<file path="src/verilog/gio_map.svh">
// Register offsets, field positions, reset values and bus codes of the I/O port block.
// Assumes nothing beyond being included by its bare name before use.
`ifndef GIO_MAP_SVH
`define GIO_MAP_SVH

// ----------------------------------------------------------------
// Register indices; the byte address is four times the index
// ----------------------------------------------------------------
`define GIO_IDX_PORT_A_DATA 10'h005
`define GIO_IDX_PORT_B_DATA 10'h006
`define GIO_IDX_PORT_A_DIRECTION 10'h085
`define GIO_IDX_PORT_B_DIRECTION 10'h086
`define GIO_IDX_ANALOG_PIN_CONFIG 10'h09f

// ----------------------------------------------------------------
// Widths and field positions
// ----------------------------------------------------------------
`define GIO_A_W 6
`define GIO_B_W 8
`define GIO_ADDR_W 12
`define GIO_CFG_W 3
`define GIO_BIT_REF 3
`define GIO_BIT_OPEN_DRAIN 4
`define GIO_BIT_SLAVE_SEL 5
`define GIO_MASK_LSB 8

// ----------------------------------------------------------------
// Reset values
// ----------------------------------------------------------------
`define GIO_RST_DIR_A 6'h3f
`define GIO_RST_DIR_B 8'hff
`define GIO_RST_LATCH_A 6'h00
`define GIO_RST_LATCH_B 8'h00
`define GIO_RST_CFG 3'h0

// ----------------------------------------------------------------
// Bus responses
// ----------------------------------------------------------------
`define GIO_RESP_OKAY 2'h0
`define GIO_RESP_SLVERR 2'h2

`endif

</file>
<file path="src/verilog/gio_pkg.sv">
// Types shared by the I/O port block and its pin synchroniser.
// Assumes gio_map.svh is on the include path.
`default_nettype none
`include "gio_map.svh"

package gio_pkg;

  typedef struct packed {
    logic [`GIO_B_W-1:0] b;
    logic [`GIO_A_W-1:0] a;
  } gio_pads_s;

  typedef struct packed {
    gio_pads_s stage1;
    gio_pads_s stage2;
  } gio_sync_s;

  typedef enum logic [1:0] {
    GIO_WR_IDLE = 2'b00,
    GIO_WR_DO = 2'b01,
    GIO_WR_RESP = 2'b11
  } gio_wr_e;

  typedef struct packed {
    logic [`GIO_A_W-1:0] dirA;
    logic [`GIO_A_W-1:0] latchA;
    logic [`GIO_B_W-1:0] dirB;
    logic [`GIO_B_W-1:0] latchB;
    logic [`GIO_CFG_W-1:0] cfg;
    logic [`GIO_A_W-1:0] anaMask;
    logic refSel;
    gio_pads_s padOut;
    gio_pads_s padOe;
    gio_wr_e wrState;
    logic awHeld;
    logic [`GIO_ADDR_W-1:0] awAddr;
    logic wHeld;
    logic [31:0] wData;
    logic [3:0] wStrb;
    logic [1:0] bResp;
    logic rValid;
    logic [31:0] rData;
    logic [1:0] rResp;
  } gio_state_s;

endpackage : gio_pkg

`default_nettype wire

</file>
<file path="src/verilog/gio_port.sv">
// Six-bit and eight-bit general-purpose I/O ports behind an AXI4-Lite slave.
// Assumes one 25 MHz clock, synchronous active-high reset, and a pad ring that
// resolves each pin from its output and output enable.
//
// Operation
// - Direction one tri-states the pin driver
// - Direction zero drives pin from latch
// - Data read returns sampled pin levels
// - Writes merge sampled pins into whole latch
// - Bit four open-drain, pulls low only
// - Bit four also clocks the timer
// - Config field picks analog or digital use
// - Reset leaves analog pins reading zero; bit four stays digital
// - Direction still drives analog pins; keep set
// - Upper two bits of port A read zero
// - Bit five slave select, bit three reference
// - Enabled peripheral takes its shared pin
// - Port B eight bits with direction register
// - Port B direction one input, zero drives
//
// The AXI4-Lite interface to the registers was left to the implementer.
`default_nettype none
`include "gio_map.svh"

module gio_port
  import gio_pkg::*;
(
  input wire logic clk,
  input wire logic sys_rst,
  input wire logic [`GIO_ADDR_W-1:0] s_axi_awaddr,
  input wire logic s_axi_awvalid,
  output logic s_axi_awready,
  input wire logic [31:0] s_axi_wdata,
  input wire logic [3:0] s_axi_wstrb,
  input wire logic s_axi_wvalid,
  output logic s_axi_wready,
  output logic [1:0] s_axi_bresp,
  output logic s_axi_bvalid,
  input wire logic s_axi_bready,
  input wire logic [`GIO_ADDR_W-1:0] s_axi_araddr,
  input wire logic s_axi_arvalid,
  output logic s_axi_arready,
  output logic [31:0] s_axi_rdata,
  output logic [1:0] s_axi_rresp,
  output logic s_axi_rvalid,
  input wire logic s_axi_rready,
  input wire gio_pads_s padIn,
  output gio_pads_s padOut,
  output gio_pads_s padOe,
  input wire logic sspEnable,
  output logic timerExtClockIn,
  output logic slaveSelectIn,
  output logic [`GIO_A_W-1:0] analogSelect,
  output logic refPinSelect
);

  gio_state_s st_r;
  gio_state_s st_nxt;
  gio_pads_s pinSync;

  // ----------------------------------------------------------------
  // Pin synchroniser
  // ----------------------------------------------------------------
  gio_sync u_sync (
    .clk(clk),
    .sys_rst(sys_rst),
    .padIn(padIn),
    .padSync(pinSync)
  );

  // ----------------------------------------------------------------
  // Helpers
  // ----------------------------------------------------------------
  function automatic logic [`GIO_ADDR_W-1:0] byte_addr(input logic [9:0] idx);
    byte_addr = {idx, 2'b00};
  endfunction : byte_addr

  // Returns {reference select, analog mask}; bit four is never analog
  function automatic logic [`GIO_A_W:0] cfg_decode(input logic [`GIO_CFG_W-1:0] c);
    case (c)
      3'h0: cfg_decode = {1'b0, 6'h2f};
      3'h1: cfg_decode = {1'b1, 6'h2f};
      3'h2: cfg_decode = {1'b0, 6'h07};
      3'h3: cfg_decode = {1'b1, 6'h0b};
      3'h4: cfg_decode = {1'b0, 6'h01};
      3'h5: cfg_decode = {1'b1, 6'h09};
      default: cfg_decode = {1'b0, 6'h00};
    endcase
  endfunction : cfg_decode

  function automatic logic mapped(input logic [`GIO_ADDR_W-1:0] a);
    mapped = (a == byte_addr(`GIO_IDX_PORT_A_DATA))
      || (a == byte_addr(`GIO_IDX_PORT_B_DATA))
      || (a == byte_addr(`GIO_IDX_PORT_A_DIRECTION))
      || (a == byte_addr(`GIO_IDX_PORT_B_DIRECTION))
      || (a == byte_addr(`GIO_IDX_ANALOG_PIN_CONFIG));
  endfunction : mapped

  // ----------------------------------------------------------------
  // Pin read values
  // ----------------------------------------------------------------
  // Analog pins read zero so a floating analog level never reaches software
  logic [`GIO_A_W-1:0] pinReadA;
  logic [`GIO_B_W-1:0] pinReadB;
  logic [`GIO_A_W-1:0] wrMaskA;
  logic [`GIO_B_W-1:0] wrMaskB;
  logic [`GIO_A_W:0] cfgDec;

  // Timer clock pin is never analog, so its level always reaches software
  genvar pinIdx;
  generate
    for (pinIdx = 0; pinIdx < `GIO_A_W; pinIdx++)
    begin : g_read_a
      if (pinIdx == `GIO_BIT_OPEN_DRAIN)
      begin : g_digital
        assign pinReadA[pinIdx] = pinSync.a[pinIdx];
      end
      else
      begin : g_shared
        assign pinReadA[pinIdx] = pinSync.a[pinIdx] & ~st_r.anaMask[pinIdx];
      end
    end
  endgenerate
  assign pinReadB = pinSync.b;

  // Byte lane one, when enabled, picks which bits take write data; the rest take the sampled pins
  assign wrMaskA = st_r.wStrb[1] ? st_r.wData[`GIO_MASK_LSB +: `GIO_A_W] : '1;
  assign wrMaskB = st_r.wStrb[1] ? st_r.wData[`GIO_MASK_LSB +: `GIO_B_W] : '1;

  // ----------------------------------------------------------------
  // Next state
  // ----------------------------------------------------------------
  always_comb
  begin
    st_nxt = st_r;
    cfgDec = '0;

    // Write channels: address and data may arrive in either order
    if (s_axi_awvalid && s_axi_awready)
    begin
      st_nxt.awHeld = 1'b1;
      st_nxt.awAddr = s_axi_awaddr;
    end
    if (s_axi_wvalid && s_axi_wready)
    begin
      st_nxt.wHeld = 1'b1;
      st_nxt.wData = s_axi_wdata;
      st_nxt.wStrb = s_axi_wstrb;
    end

    case (st_r.wrState)
      GIO_WR_IDLE:
      begin
        if (st_nxt.awHeld && st_nxt.wHeld)
        begin
          st_nxt.wrState = GIO_WR_DO;
        end
      end
      GIO_WR_DO:
      begin
        st_nxt.awHeld = 1'b0;
        st_nxt.wHeld = 1'b0;
        st_nxt.wrState = GIO_WR_RESP;
        st_nxt.bResp = mapped(st_r.awAddr) ? `GIO_RESP_OKAY : `GIO_RESP_SLVERR;
        if (st_r.wStrb[0])
        begin
          if (st_r.awAddr == byte_addr(`GIO_IDX_PORT_A_DATA))
          begin
            // Pins sampled now fill every bit outside the mask
            st_nxt.latchA = (pinReadA & ~wrMaskA)
              | (st_r.wData[`GIO_A_W-1:0] & wrMaskA);
          end
          if (st_r.awAddr == byte_addr(`GIO_IDX_PORT_B_DATA))
          begin
            st_nxt.latchB = (pinReadB & ~wrMaskB)
              | (st_r.wData[`GIO_B_W-1:0] & wrMaskB);
          end
          if (st_r.awAddr == byte_addr(`GIO_IDX_PORT_A_DIRECTION))
          begin
            st_nxt.dirA = st_r.wData[`GIO_A_W-1:0];
          end
          if (st_r.awAddr == byte_addr(`GIO_IDX_PORT_B_DIRECTION))
          begin
            st_nxt.dirB = st_r.wData[`GIO_B_W-1:0];
          end
          if (st_r.awAddr == byte_addr(`GIO_IDX_ANALOG_PIN_CONFIG))
          begin
            st_nxt.cfg = st_r.wData[`GIO_CFG_W-1:0];
          end
        end
      end
      GIO_WR_RESP:
      begin
        if (s_axi_bready)
        begin
          st_nxt.wrState = GIO_WR_IDLE;
        end
      end
      default:
      begin
        st_nxt.wrState = GIO_WR_IDLE;
      end
    endcase

    // Read channel: answer one cycle after the address is taken
    if (st_r.rValid && s_axi_rready)
    begin
      st_nxt.rValid = 1'b0;
    end
    if (s_axi_arvalid && s_axi_arready)
    begin
      st_nxt.rValid = 1'b1;
      st_nxt.rResp = mapped(s_axi_araddr) ? `GIO_RESP_OKAY : `GIO_RESP_SLVERR;
      st_nxt.rData = '0;
      if (s_axi_araddr == byte_addr(`GIO_IDX_PORT_A_DATA))
      begin
        st_nxt.rData[`GIO_A_W-1:0] = pinReadA;
      end
      if (s_axi_araddr == byte_addr(`GIO_IDX_PORT_B_DATA))
      begin
        st_nxt.rData[`GIO_B_W-1:0] = pinReadB;
      end
      if (s_axi_araddr == byte_addr(`GIO_IDX_PORT_A_DIRECTION))
      begin
        st_nxt.rData[`GIO_A_W-1:0] = st_r.dirA;
      end
      if (s_axi_araddr == byte_addr(`GIO_IDX_PORT_B_DIRECTION))
      begin
        st_nxt.rData[`GIO_B_W-1:0] = st_r.dirB;
      end
      if (s_axi_araddr == byte_addr(`GIO_IDX_ANALOG_PIN_CONFIG))
      begin
        st_nxt.rData[`GIO_CFG_W-1:0] = st_r.cfg;
      end
    end

    // Pin function from the configuration field
    cfgDec = cfg_decode(st_nxt.cfg);
    st_nxt.anaMask = cfgDec[`GIO_A_W-1:0];
    st_nxt.refSel = cfgDec[`GIO_A_W];

    // Drivers follow direction even on analog pins
    st_nxt.padOe.a = ~st_nxt.dirA;
    st_nxt.padOut.a = st_nxt.latchA;

    // Open drain: only ever sinks, high level comes from the board
    st_nxt.padOut.a[`GIO_BIT_OPEN_DRAIN] = 1'b0;
    st_nxt.padOe.a[`GIO_BIT_OPEN_DRAIN] = ~st_nxt.dirA[`GIO_BIT_OPEN_DRAIN]
      & ~st_nxt.latchA[`GIO_BIT_OPEN_DRAIN];

    // Serial port slave select owns its pin as an input
    if (sspEnable)
    begin
      st_nxt.padOe.a[`GIO_BIT_SLAVE_SEL] = 1'b0;
    end

    st_nxt.padOe.b = ~st_nxt.dirB;
    st_nxt.padOut.b = st_nxt.latchB;
  end

  // ----------------------------------------------------------------
  // State register
  // ----------------------------------------------------------------
  always_ff @(posedge clk)
  begin
    if (sys_rst)
    begin
      st_r <= '0;
      st_r.dirA <= `GIO_RST_DIR_A;
      st_r.latchA <= `GIO_RST_LATCH_A;
      st_r.dirB <= `GIO_RST_DIR_B;
      st_r.latchB <= `GIO_RST_LATCH_B;
      st_r.cfg <= `GIO_RST_CFG;
      st_r.anaMask <= 6'h2f;
      st_r.wrState <= GIO_WR_IDLE;
    end
    else
    begin
      st_r <= st_nxt;
    end
  end

  // ----------------------------------------------------------------
  // Outputs
  // ----------------------------------------------------------------
  // Holding off new addresses until the response drains keeps one write in flight
  assign s_axi_awready = !st_r.awHeld && (st_r.wrState == GIO_WR_IDLE);
  assign s_axi_wready = !st_r.wHeld && (st_r.wrState == GIO_WR_IDLE);
  assign s_axi_bvalid = (st_r.wrState == GIO_WR_RESP);
  assign s_axi_bresp = st_r.bResp;
  assign s_axi_arready = !st_r.rValid;
  assign s_axi_rvalid = st_r.rValid;
  assign s_axi_rdata = st_r.rData;
  assign s_axi_rresp = st_r.rResp;

  assign padOut = st_r.padOut;
  assign padOe = st_r.padOe;

  // Timer and serial port see the synchronised pin whatever its port use
  assign timerExtClockIn = pinSync.a[`GIO_BIT_OPEN_DRAIN];
  assign slaveSelectIn = pinSync.a[`GIO_BIT_SLAVE_SEL];
  assign analogSelect = st_r.anaMask;
  assign refPinSelect = st_r.refSel;

endmodule : gio_port

`default_nettype wire

</file>
<file path="src/verilog/gio_sync.sv">
// Two-stage synchroniser for every pad input of both ports.
// Assumes pad levels are asynchronous to clk; reset is synchronous, active high.
`default_nettype none

module gio_sync
  import gio_pkg::*;
(
  input wire logic clk,
  input wire logic sys_rst,
  input wire gio_pads_s padIn,
  output gio_pads_s padSync
);

  gio_sync_s st_r;
  gio_sync_s st_nxt;

  // ----------------------------------------------------------------
  // Stage one is read only by stage two
  // ----------------------------------------------------------------
  always_comb
  begin
    st_nxt = st_r;
    st_nxt.stage1 = padIn;
    st_nxt.stage2 = st_r.stage1;
  end

  always_ff @(posedge clk)
  begin
    if (sys_rst)
    begin
      st_r <= '0;
    end
    else
    begin
      st_r <= st_nxt;
    end
  end

  assign padSync = st_r.stage2;

endmodule : gio_sync

`default_nettype wire
</file>
<file path="config.mk">
export PLATFORM = sky130hd
export DESIGN_NAME = gio_port
export DESIGN_NICKNAME = d
export VERILOG_FILES = /design/src/verilog/gio_pkg.sv /design/src/verilog/gio_port.sv /design/src/verilog/gio_sync.sv
export VERILOG_INCLUDE_DIRS = /design/src /design/src/verilog
export SDC_FILE = /design/constraint.sdc
export NUM_CORES = 1
export LEC_CHECK = 0
export ABC_CLOCK_PERIOD_IN_PS = 2200
export BUFFER_PORTS_ARGS = -buffer_cell sky130_fd_sc_hd__buf_2
export CAP_MARGIN = 0
export CORE_ASPECT_RATIO = 0.7
export CORE_MARGIN = 2
export CORE_UTILIZATION = 47
export CTS_CLUSTER_SIZE = 28
export DETAILED_ROUTE_END_ITERATION = 16
export PLACE_DENSITY = 0.8
export SETUP_SLACK_MARGIN = 0.5
export SLEW_MARGIN = 5
export SYNTH_ARGS = -nofsm -noshare
export SYNTH_HDL_FRONTEND = slang
export SYNTH_SLANG_ARGS = --single-unit
export TNS_END_PERCENT = 1
</file>
<file path="constraint.sdc">
create_clock -name clk -period 2.2 [get_ports clk]
set_input_delay 0.44 -clock clk [delete_from_list [all_inputs] [get_ports clk]]
set_output_delay 0.44 -clock clk [all_outputs]
set_load 0.05 [all_outputs]
</file>
==> metrics, run 1 <==
CP max stage cell dfxtp_1; Max-slew headroom 60.5%; Post-synth top flop dfxtp_1; DRC viols 0; CTS Buf Count 17; FFs w/ async S/R, synth 0%; final setup violation count 0; reg2reg start st_r[76]; # fillers 974; gr usage total 22.4%; total wire length 13.9 mm; worst r2r dst padOe[12]; number of library cell types mapped by synthesis 48; Synth Register Bits 124; RSZ-0062 raised after global routing yes; Crit path largest cell delay 460 ps; die height 94.0 um; Inst Count DP 837; cells on worst reg2reg path 5; worst hold slack 211 ps; initial antenna violation count 0; diode count 0; CTS sink cnt 124; Max Cap Violations 0; number of global-route vias before repair 4243; total die area 12500 sq um; post-synthesis cell area 5440 sq um; Avg Inst Size Synth 8.67 sq um; row count 32; Peak supply drop 0.556 mV; CP bufs+invs 2; Clk Latency, worst-skew pair 410 ps; gr ovfl total 0; CP Class flop to flop; YS warnings 0; simple-gate share of the synthesized area 20.8%; Pre-Repair DR Iteration Count 5; Crit path max-delay family simple AND/OR/NAND/NOR gates; mux cell area share after synthesis 5.61%; Overall Power 5850 uW; Final GP Congestion 0.882; Crit Path Max Fanout 6; sequential fraction of the synthesis area 45.6%; DP Worst Slack -52.1 ps; IO Pins 160; Max clock buf depth 2; count of final max-slew check failures 0; Core ar. 11100 sq um; outcome finished clean; CP Cell Sequence nand2b_1 > nor3_1 > buf_4 > buf_4 > a211oi_1; DR vias 4606; worst slew pin tran 591 ps; Max Fclk 558 MHz; clock skew 4.42 ps; Hold-fix buffers, CTS 0; TritonCTS clock tree yes; mean routed wirelength per cell 15.8 um; WP data required 2480 ps; share of cells above drive strength 1 27.9%; Syn Inst Count 628; Critical Path Start Type flop; element type at the critical path end flop; Most common cell on crit path buf_4; Hold WC Path Type primary input to flop; worst setup margin 407 ps; pwr dens 885 nW/um^2; number of enable flip-flop cells after synthesis 0; most frequent cells in the layout dfxtp_1, buf_2, nand2_1, a21oi_1, nor2b_1; WHS Path Cells 2; post-synthesis compound-gate area fraction 14.9%; Synth-to-Final Area Change 21.3%; XOR/XNOR share of the synthesized area 0.161%; largest family of logic cells by synthesized area simple AND/OR/NAND/NOR gates; post-synthesis adder-cell area fraction 0%; P_leak 0.00267 uW; Die X 133 um; DRT iter0 DRCs 363; DR vias/cell 5.25; Reg clk slew, reported paths 50 ps; most common cell after layout, fill and taps aside dfxtp_1; Sum Neg Setup Slack 0 ps; CTS Root Buffer Type clkbuf_16; H-Tree Depth 4; fin nets 794; worst hold path endpoint padOe[5]; final non-filler cell total 878; post-route clock period utilization 81.5%; Reg2Reg Setup Slack 410 ps; antenna viol nets, final 0; largest net degree at the start of global routing 58; PortBufs 113; detailed placement HPWL 10.2 mm; CP arrival 2070 ps; hold_sp sspEnable; Initial Util 48.9%; first-pass GRT wire length 21.5 mm; Final Hold Viols 0; min Tclk post-route 1790 ps
[synthesized netlist by cell type (all sizes together), types with 2 or more instances]
| cell | instances | share of area [%] |
|---|---|---|
| nor3 | 23 | 2.1 |
| clkbuf | 28 | 1.9 |
| and2 | 3 | 0.34 |
| o21ai | 10 | 0.92 |
| nand4 | 4 | 0.46 |
| mux2 | 4 | 0.83 |
| a21boi | 11 | 1.5 |
| nor2 | 37 | 2.6 |
| mux2i | 26 | 4.8 |
| nor4b | 2 | 0.44 |
| o31ai | 6 | 0.83 |
| nand2 | 79 | 5.4 |
| dfxtp | 124 | 46 |
| buf | 75 | 10 |
| a211oi | 19 | 2.6 |
| nor4 | 6 | 0.69 |
| a211o | 11 | 1.8 |
| nand3 | 4 | 0.37 |
| a21oi | 63 | 5.8 |
| a31oi | 4 | 0.46 |
| and4 | 2 | 0.32 |
| inv | 12 | 0.83 |
| nor2b | 40 | 4.6 |
| or4 | 5 | 0.76 |
| nand2b | 14 | 1.6 |
[kinds of logic after synthesis]
group	after synthesis
other	1
multiplexers	30
AND/OR/NAND/NOR	226
XOR/XNOR	1
AO/OA/AOI/OAI	131
buffers and inverters	115
flip-flops	124
[routing by layer]
layer	up-vias	wire length [um]	GRT usage [%]
li1	2225	-	-
met1	2156	6040	29.2
met2	203	6360	35.1
met3	22	1270	6.80
met4	0	189	8.60
met5	-	0	0
[power breakdown]
| group | total, uW | leakage (uW) | switching, uW | internal [uW] |
|---|---|---|---|---|
| clock | 2810 | 0.000281 | 981 | 1830 |
| sequential | 2420 | 0.00101 | 85.9 | 2330 |
| combinational | 617 | 0.00137 | 433 | 184 |
| total | 5850 | 0.00267 | 1500 | 4350 |
[how the worst max path moves through the flow]
stage	from	to	slack (ps)	depth (start not counted)
2_1_floorplan	s_axi_araddr[7]	s_axi_rdata[6]	4	5
3_3_place_gp	s_axi_araddr[7]	s_axi_rdata[7]	-30	5
3_5_place_dp	s_axi_araddr[7]	s_axi_rdata[7]	-50	5
4_1_cts	s_axi_araddr[7]	s_axi_rdata[7]	440	5
5_1_grt	st_r[74]	refPinSelect	360	6
6_report	st_r[76]	padOe[12]	410	5
[sequential cells by signal, summed over array words and instances, names as in the netlist]
name            cells
st_r               57
refPinSelect        1
padOut              8
s_axi_rvalid        1
u_sync.padSync     14
s_axi_bresp         1
u_sync.st_nxt      14
padOe              14
s_axi_rresp         1
s_axi_rdata         8
analogSelect        5
[layout make-up]
type	instances	area (sq um)	area share (%)
multi-input cells	416	2490	37.7
flip-flops and latches	124	2490	37.6
repair buffers	141	786	11.9
clock buffers	21	460	6.97
well taps	153	191	2.90
clock inverters	11	143	2.16
inverters	12	45.0	0.682
[stage by stage]
step / util (%) / instance area [sq um]
2_1_floorplan: - / 5560
3_3_place_gp: 52.2 / 5810
3_5_place_dp: 52.2 / 5810
4_1_cts: 58.7 / 6540
5_1_grt: 59.3 / 6600
6_report: 59.3 / 6600
[timing repair]
action / 4_1_cts / 5_1_grt
pin swaps: 5 / 3
setup buffers: 6 / 2
setup endpoints to repair: 56 / 62
cloned: 0 / 1
resized for setup: 20 / 13
No activity file was read; power rests on OpenSTA's default activity.
==> run 2, diff against run 1 <==
Settings changed: ABC_CLOCK_PERIOD_IN_PS 2200 to 1700, CORE_UTILIZATION 47 to 50, PLACE_DENSITY 0.8 to 0.81.
Clock period 2.2 ns to 1.7 ns, I/O delays scaled along.
==> run 2 against run 1 <==
The run now ends with negative setup slack left. Die area shrank 5.8%. Setup slack worse by 470 ps. Via count up 6.1%. Fmax is 1.5% higher. Count of clock-buffer cells in the layout unchanged. Critical path depth rose by 1. Combinational power increased by 70%. First-iteration DRC count rose by 20%. Sequential power grew 29%. Wire length grew 18%. Critical path type unchanged. Largest cell class unchanged. Largest power group unchanged.
==> metrics, run 2 (same netlist as run 1, synthesis figures left out) <==
Max Used Layer met4; Critical Path Start Type flop; PortBufs 113; gr usage total 27.4%; DR vias 4885; area of the multi-input gates 3000 sq um; Crit path largest cell delay 340 ps; CTS Root Buffer Type clkbuf_16; detailed placement HPWL 9.96 mm; Final Hold Viols 0; metal3 WL 1.61 mm; Crit Path Max Fanout 7; CTS sink cnt 124; die height 91.3 um; outcome finished with violations; H-Tree Depth 4; worst setup margin -66.6 ps; gr ovfl total 0; initial antenna violation count 0; Hold WC Path Type primary input to flop; IO Pins 160; post-route clock period utilization 104%; Max Cap Violations 0; TritonCTS clock tree yes; fin nets 804; failing checks negative setup slack; Reg clk slew, reported paths 50 ps; Max Fclk 566 MHz; number of global-route vias before repair 4774; Finished Core Util 74.6%; Hold-fix buffers, CTS 0; pwr dens 1030 nW/um^2; DRC viols 0; largest net degree at the start of global routing 53; RSZ-0062 raised after global routing yes; met2 WL 7.86 mm; diode count 0; Top reg by flops st_r; DRT iter0 DRCs 436; Reg area 2550 sq um; Final GP Congestion 0.910; Core ar. 10500 sq um; Overall Power 8050 uW; total die area 11700 sq um; CP bufs+invs 2; most frequent cells in the layout dfxtp_1, buf_2, nand2_1, buf_8, dfxtp_2; max reg flops 57; CP max stage cell nor4b_4; Post-Route M1 WL 6.36 mm; worst slew pin tran 569 ps; CTS Buf Count 17; final setup violation count 13; antenna viol nets, final 0; share of cells above drive strength 1 47.8%; # fillers 649; Crit path max-delay family simple AND/OR/NAND/NOR gates; count of final max-slew check failures 0; row count 31; CP arrival 2100 ps; most common cell after layout, fill and taps aside dfxtp_1; element type at the critical path end flop; min Tclk post-route 1770 ps; Pre-Repair DR Iteration Count 5; total wire length 16.3 mm; Max-slew headroom 62.0%; Initial Util 52.0%; Synth-to-Final Area Change 43.5%; WP data required 2030 ps; P_leak 0.00306 uW; clock skew 7.51 ps; Peak supply drop 0.741 mV; first-pass GRT wire length 25.0 mm; Max clock buf depth 2; Clk Latency, worst-skew pair 420 ps; CP Cell Sequence nor4b_4 > buf_4 > nand4_1 > nor2_4 > buf_12 > mux2i_1; Die X 129 um; mean routed wirelength per cell 18.8 um; CP Class flop to flop; DR vias/cell 5.63
## run 2: cell count changes in the layout (fill, tap and decap cells not counted), moves of 18 or more
cell,delta
buf_8,+46
dfxtp_1,-45
a21oi_2,+22
nand2_1,-30
dfxtp_2,+41
buf_2,-51
a21oi_1,-22
nand2_2,+18
## run 2: repair_timing
item,CTS,global route
gates resized for setup,325,39
pin swaps,109,57
setup endpoints to repair,140,140
setup buffers,1,3
cloned,0,0
hold endpoints to repair,0,0
## run 2: worst paths after layout
kind / startpoint / end / depth (start not counted) / slack [ps]
max: st_r[74] / analogSelect[1] / 6 / -70
max reg2reg: st_r[74] / analogSelect[1] / 6 / -70
min reg2reg: u_sync.st_nxt[13] / u_sync.padSync[13] / 1 / 430
min: padIn[10] / u_sync.st_nxt[10] / 2 / 130
## run 2: final cells by class
type / instances / share of cell area, %
clock buffer: 21 / 6.02
clock inverter: 11 / 2.11
inverter: 12 / 0.577
multi-input combinational: 416 / 38.4
sequential: 124 / 32.7
tap: 132 / 2.11
timing repair buffer: 151 / 18.1
## run 2: where the power goes
group	leakage (uW)	switching (uW)	total [uW]	internal (uW)
sequential	0.00103	121	3130	3010
clock	0.000301	1310	3870	2560
combinational	0.00173	697	1050	350
total	0.00306	2130	8050	5920
## run 2: layer usage
metal,GRT usage [%],vias to the layer above
li1,-,2241
met1,34.5,2321
met2,43.9,273
met3,8.49,50
met4,10.9,0
met5,0,-
## run 2: stage by stage
step | setup WS (ps) | area [sq um] | hold slack, ps | instances | TNS (ps)
2_1_floorplan | -396 | 5560 | 414 | 655 | -11900
3_3_place_gp | -405 | 5910 | 423 | 831 | -4420
3_5_place_dp | -447 | 5910 | 424 | 831 | -7020
4_1_cts | 0.957 | 7620 | 126 | 864 | 0
5_1_grt | -170 | 7810 | 120 | 867 | -3130
6_report | -66.6 | 7810 | 128 | 867 | -455
==> run 3, diff against run 2 <==
Settings changed: CELL_PAD_IN_SITES_DETAIL_PLACEMENT set to 1, CELL_PAD_IN_SITES_GLOBAL_PLACEMENT set to 1, CORE_MARGIN 2 to unset, CORE_UTILIZATION 50 to 38, PLACE_DENSITY 0.81 to 0.83.
==> run 3 against run 2 <==
The run still ends with negative setup slack left. Register-to-register slack worse by 40 ps. Wire length up 4.9%. Count of clock-buffer cells in the layout unchanged. Critical path type unchanged.
==> metrics, run 3 (same netlist as run 1, synthesis figures left out) <==
initial antenna violation count 0; Crit Path Max Fanout 4; postcts setup bufs 0; reported net switching power 2090 uW; Critical Path Start Type flop; fin nets 809; clock skew 8.72 ps; mean routed wirelength per cell 18.4 um; Crit path largest cell delay 350 ps; pwr dens 1070 nW/um^2; TritonCTS clock tree yes; # fillers 1568; IO Pins 160; worst hold slack 128 ps; element type at the critical path end flop; most common cell after layout, fill and taps aside dfxtp_1; H-Tree Depth 4; Core ar. 14000 sq um; row count 36; Initial Util 39.0%; CTS Root Buffer Type clkbuf_16; sequential share of power 38.9%; total wire length 17.1 mm; count of final max-slew check failures 0; DRC viols 0; RSZ-0062 raised after global routing yes; Final GP Congestion 0.867; post-route clock period utilization 106%; P_int 5870 uW; outcome finished with violations; DRT iter0 DRCs 216; gr ovfl total 0; PortBufs 113; Pre-Repair DR Iteration Count 4; diode count 0; max reg flops 57; CP bufs+invs 1; DR vias/cell 5.09; CP Cell Sequence nor4b_4 > buf_4 > nand4_1 > nor2_4 > mux2_1; clock share of power 48.5%; Top reg by flops st_r; largest net degree at the start of global routing 43; Max Fclk 553 MHz; Max Cap Violations 0; number of global-route vias before repair 4998; final setup violation count 31; P_leak 0.00292 uW; worst setup margin -109 ps; antenna viol nets, final 0; Synth-to-Final Area Change 36.4%; Peak supply drop 0.731 mV; Sw Share 26.3%; Clk Latency, worst-skew pair 420 ps; WP data required 1990 ps; die height 102 um; first-pass GRT wire length 26.8 mm; CP max stage cell mux2_1; failing checks negative setup slack; CP arrival 2100 ps; CTS Buf Count 17; detailed placement HPWL 12.0 mm; Reg clk slew, reported paths 60 ps; Max clock buf depth 2; total die area 14800 sq um; min Tclk post-route 1810 ps; CTS sink cnt 124; Crit path max-delay family simple AND/OR/NAND/NOR gates; Hold WC Path Type primary input to flop; Sum Neg Setup Slack -1120 ps; Final Hold Viols 0; most frequent cells in the layout dfxtp_1, nand2_1, buf_2, a21oi_1, nor2b_1; Gate power share 12.6%; CP Class flop to flop; DR vias 4732; Die X 145 um; gr usage total 23.8%; share of cells above drive strength 1 36.4%
## run 3: changes by cell type in the layout (fill, tap and decap cells not counted), sizes merged
cell      delta
clkinvlp     -1
clkinv       +1
buf          +5
## run 3: final cells by class
class | count | area (sq um) | share of cell area (%)
Sequential cell | 124 | 2530 | 34.0
Clock buffer | 21 | 460 | 6.20
Timing Repair Buffer | 156 | 1360 | 18.3
Inverter | 12 | 45.0 | 0.607
Tap cell | 190 | 238 | 3.20
Multi-Input combinational cell | 416 | 2630 | 35.4
Clock inverter | 11 | 166 | 2.24
## run 3: what timing repair did
action / CTS / global route
cloned: 0 / 1
hold buffers: 0 / 0
endpoints found under the setup margin: 140 / 140
resized for setup: 200 / 29
pin swaps: 36 / 14
endpoints found under the hold margin: 0 / 0
## run 3: path summary, 6_finish.rpt
kind / startpoint / endpoint / depth (start not counted) / slack, ps
max: st_r[74] / st_r[126] / 5 / -110
min: sspEnable / padOe[5] / 2 / 130
max reg2reg: st_r[74] / st_r[126] / 5 / -110
min reg2reg: u_sync.st_nxt[4] / u_sync.padSync[4] / 1 / 440
## run 3: layer usage
metal  GRT usage (%)  part of all wire [%]  vias up
li1                -                     -     2245
met1            29.5                    44     2331
met2            41.8                    49      135
met3            5.27                   5.1       21
met4            7.20                   1.7        0
met5               0                     0        -
## run 3: power groups by stage
stage	clock network (uW)	registers (uW)	logic (uW)
2_1_floorplan	0	3150	636
4_1_cts	3900	3110	979
3_5_place_dp	0	3160	878
6_report	3860	3100	1000
5_1_grt	4060	3110	1080
3_3_place_gp	0	3150	849
## run 3: per-stage QoR
step | instances | util (%) | worst slack [ps] | area, sq um | total power [uW]
floorplan | 655 | - | -396 | 5560 | 3780
global placement | 897 | 43.3 | -442 | 6050 | 4000
detailed placement | 897 | 43.3 | -471 | 6050 | 4040
CTS | 929 | 52.3 | -97.0 | 7310 | 7990
global route | 930 | 53.2 | -171 | 7420 | 8250
finish | 930 | 53.2 | -109 | 7420 | 7970
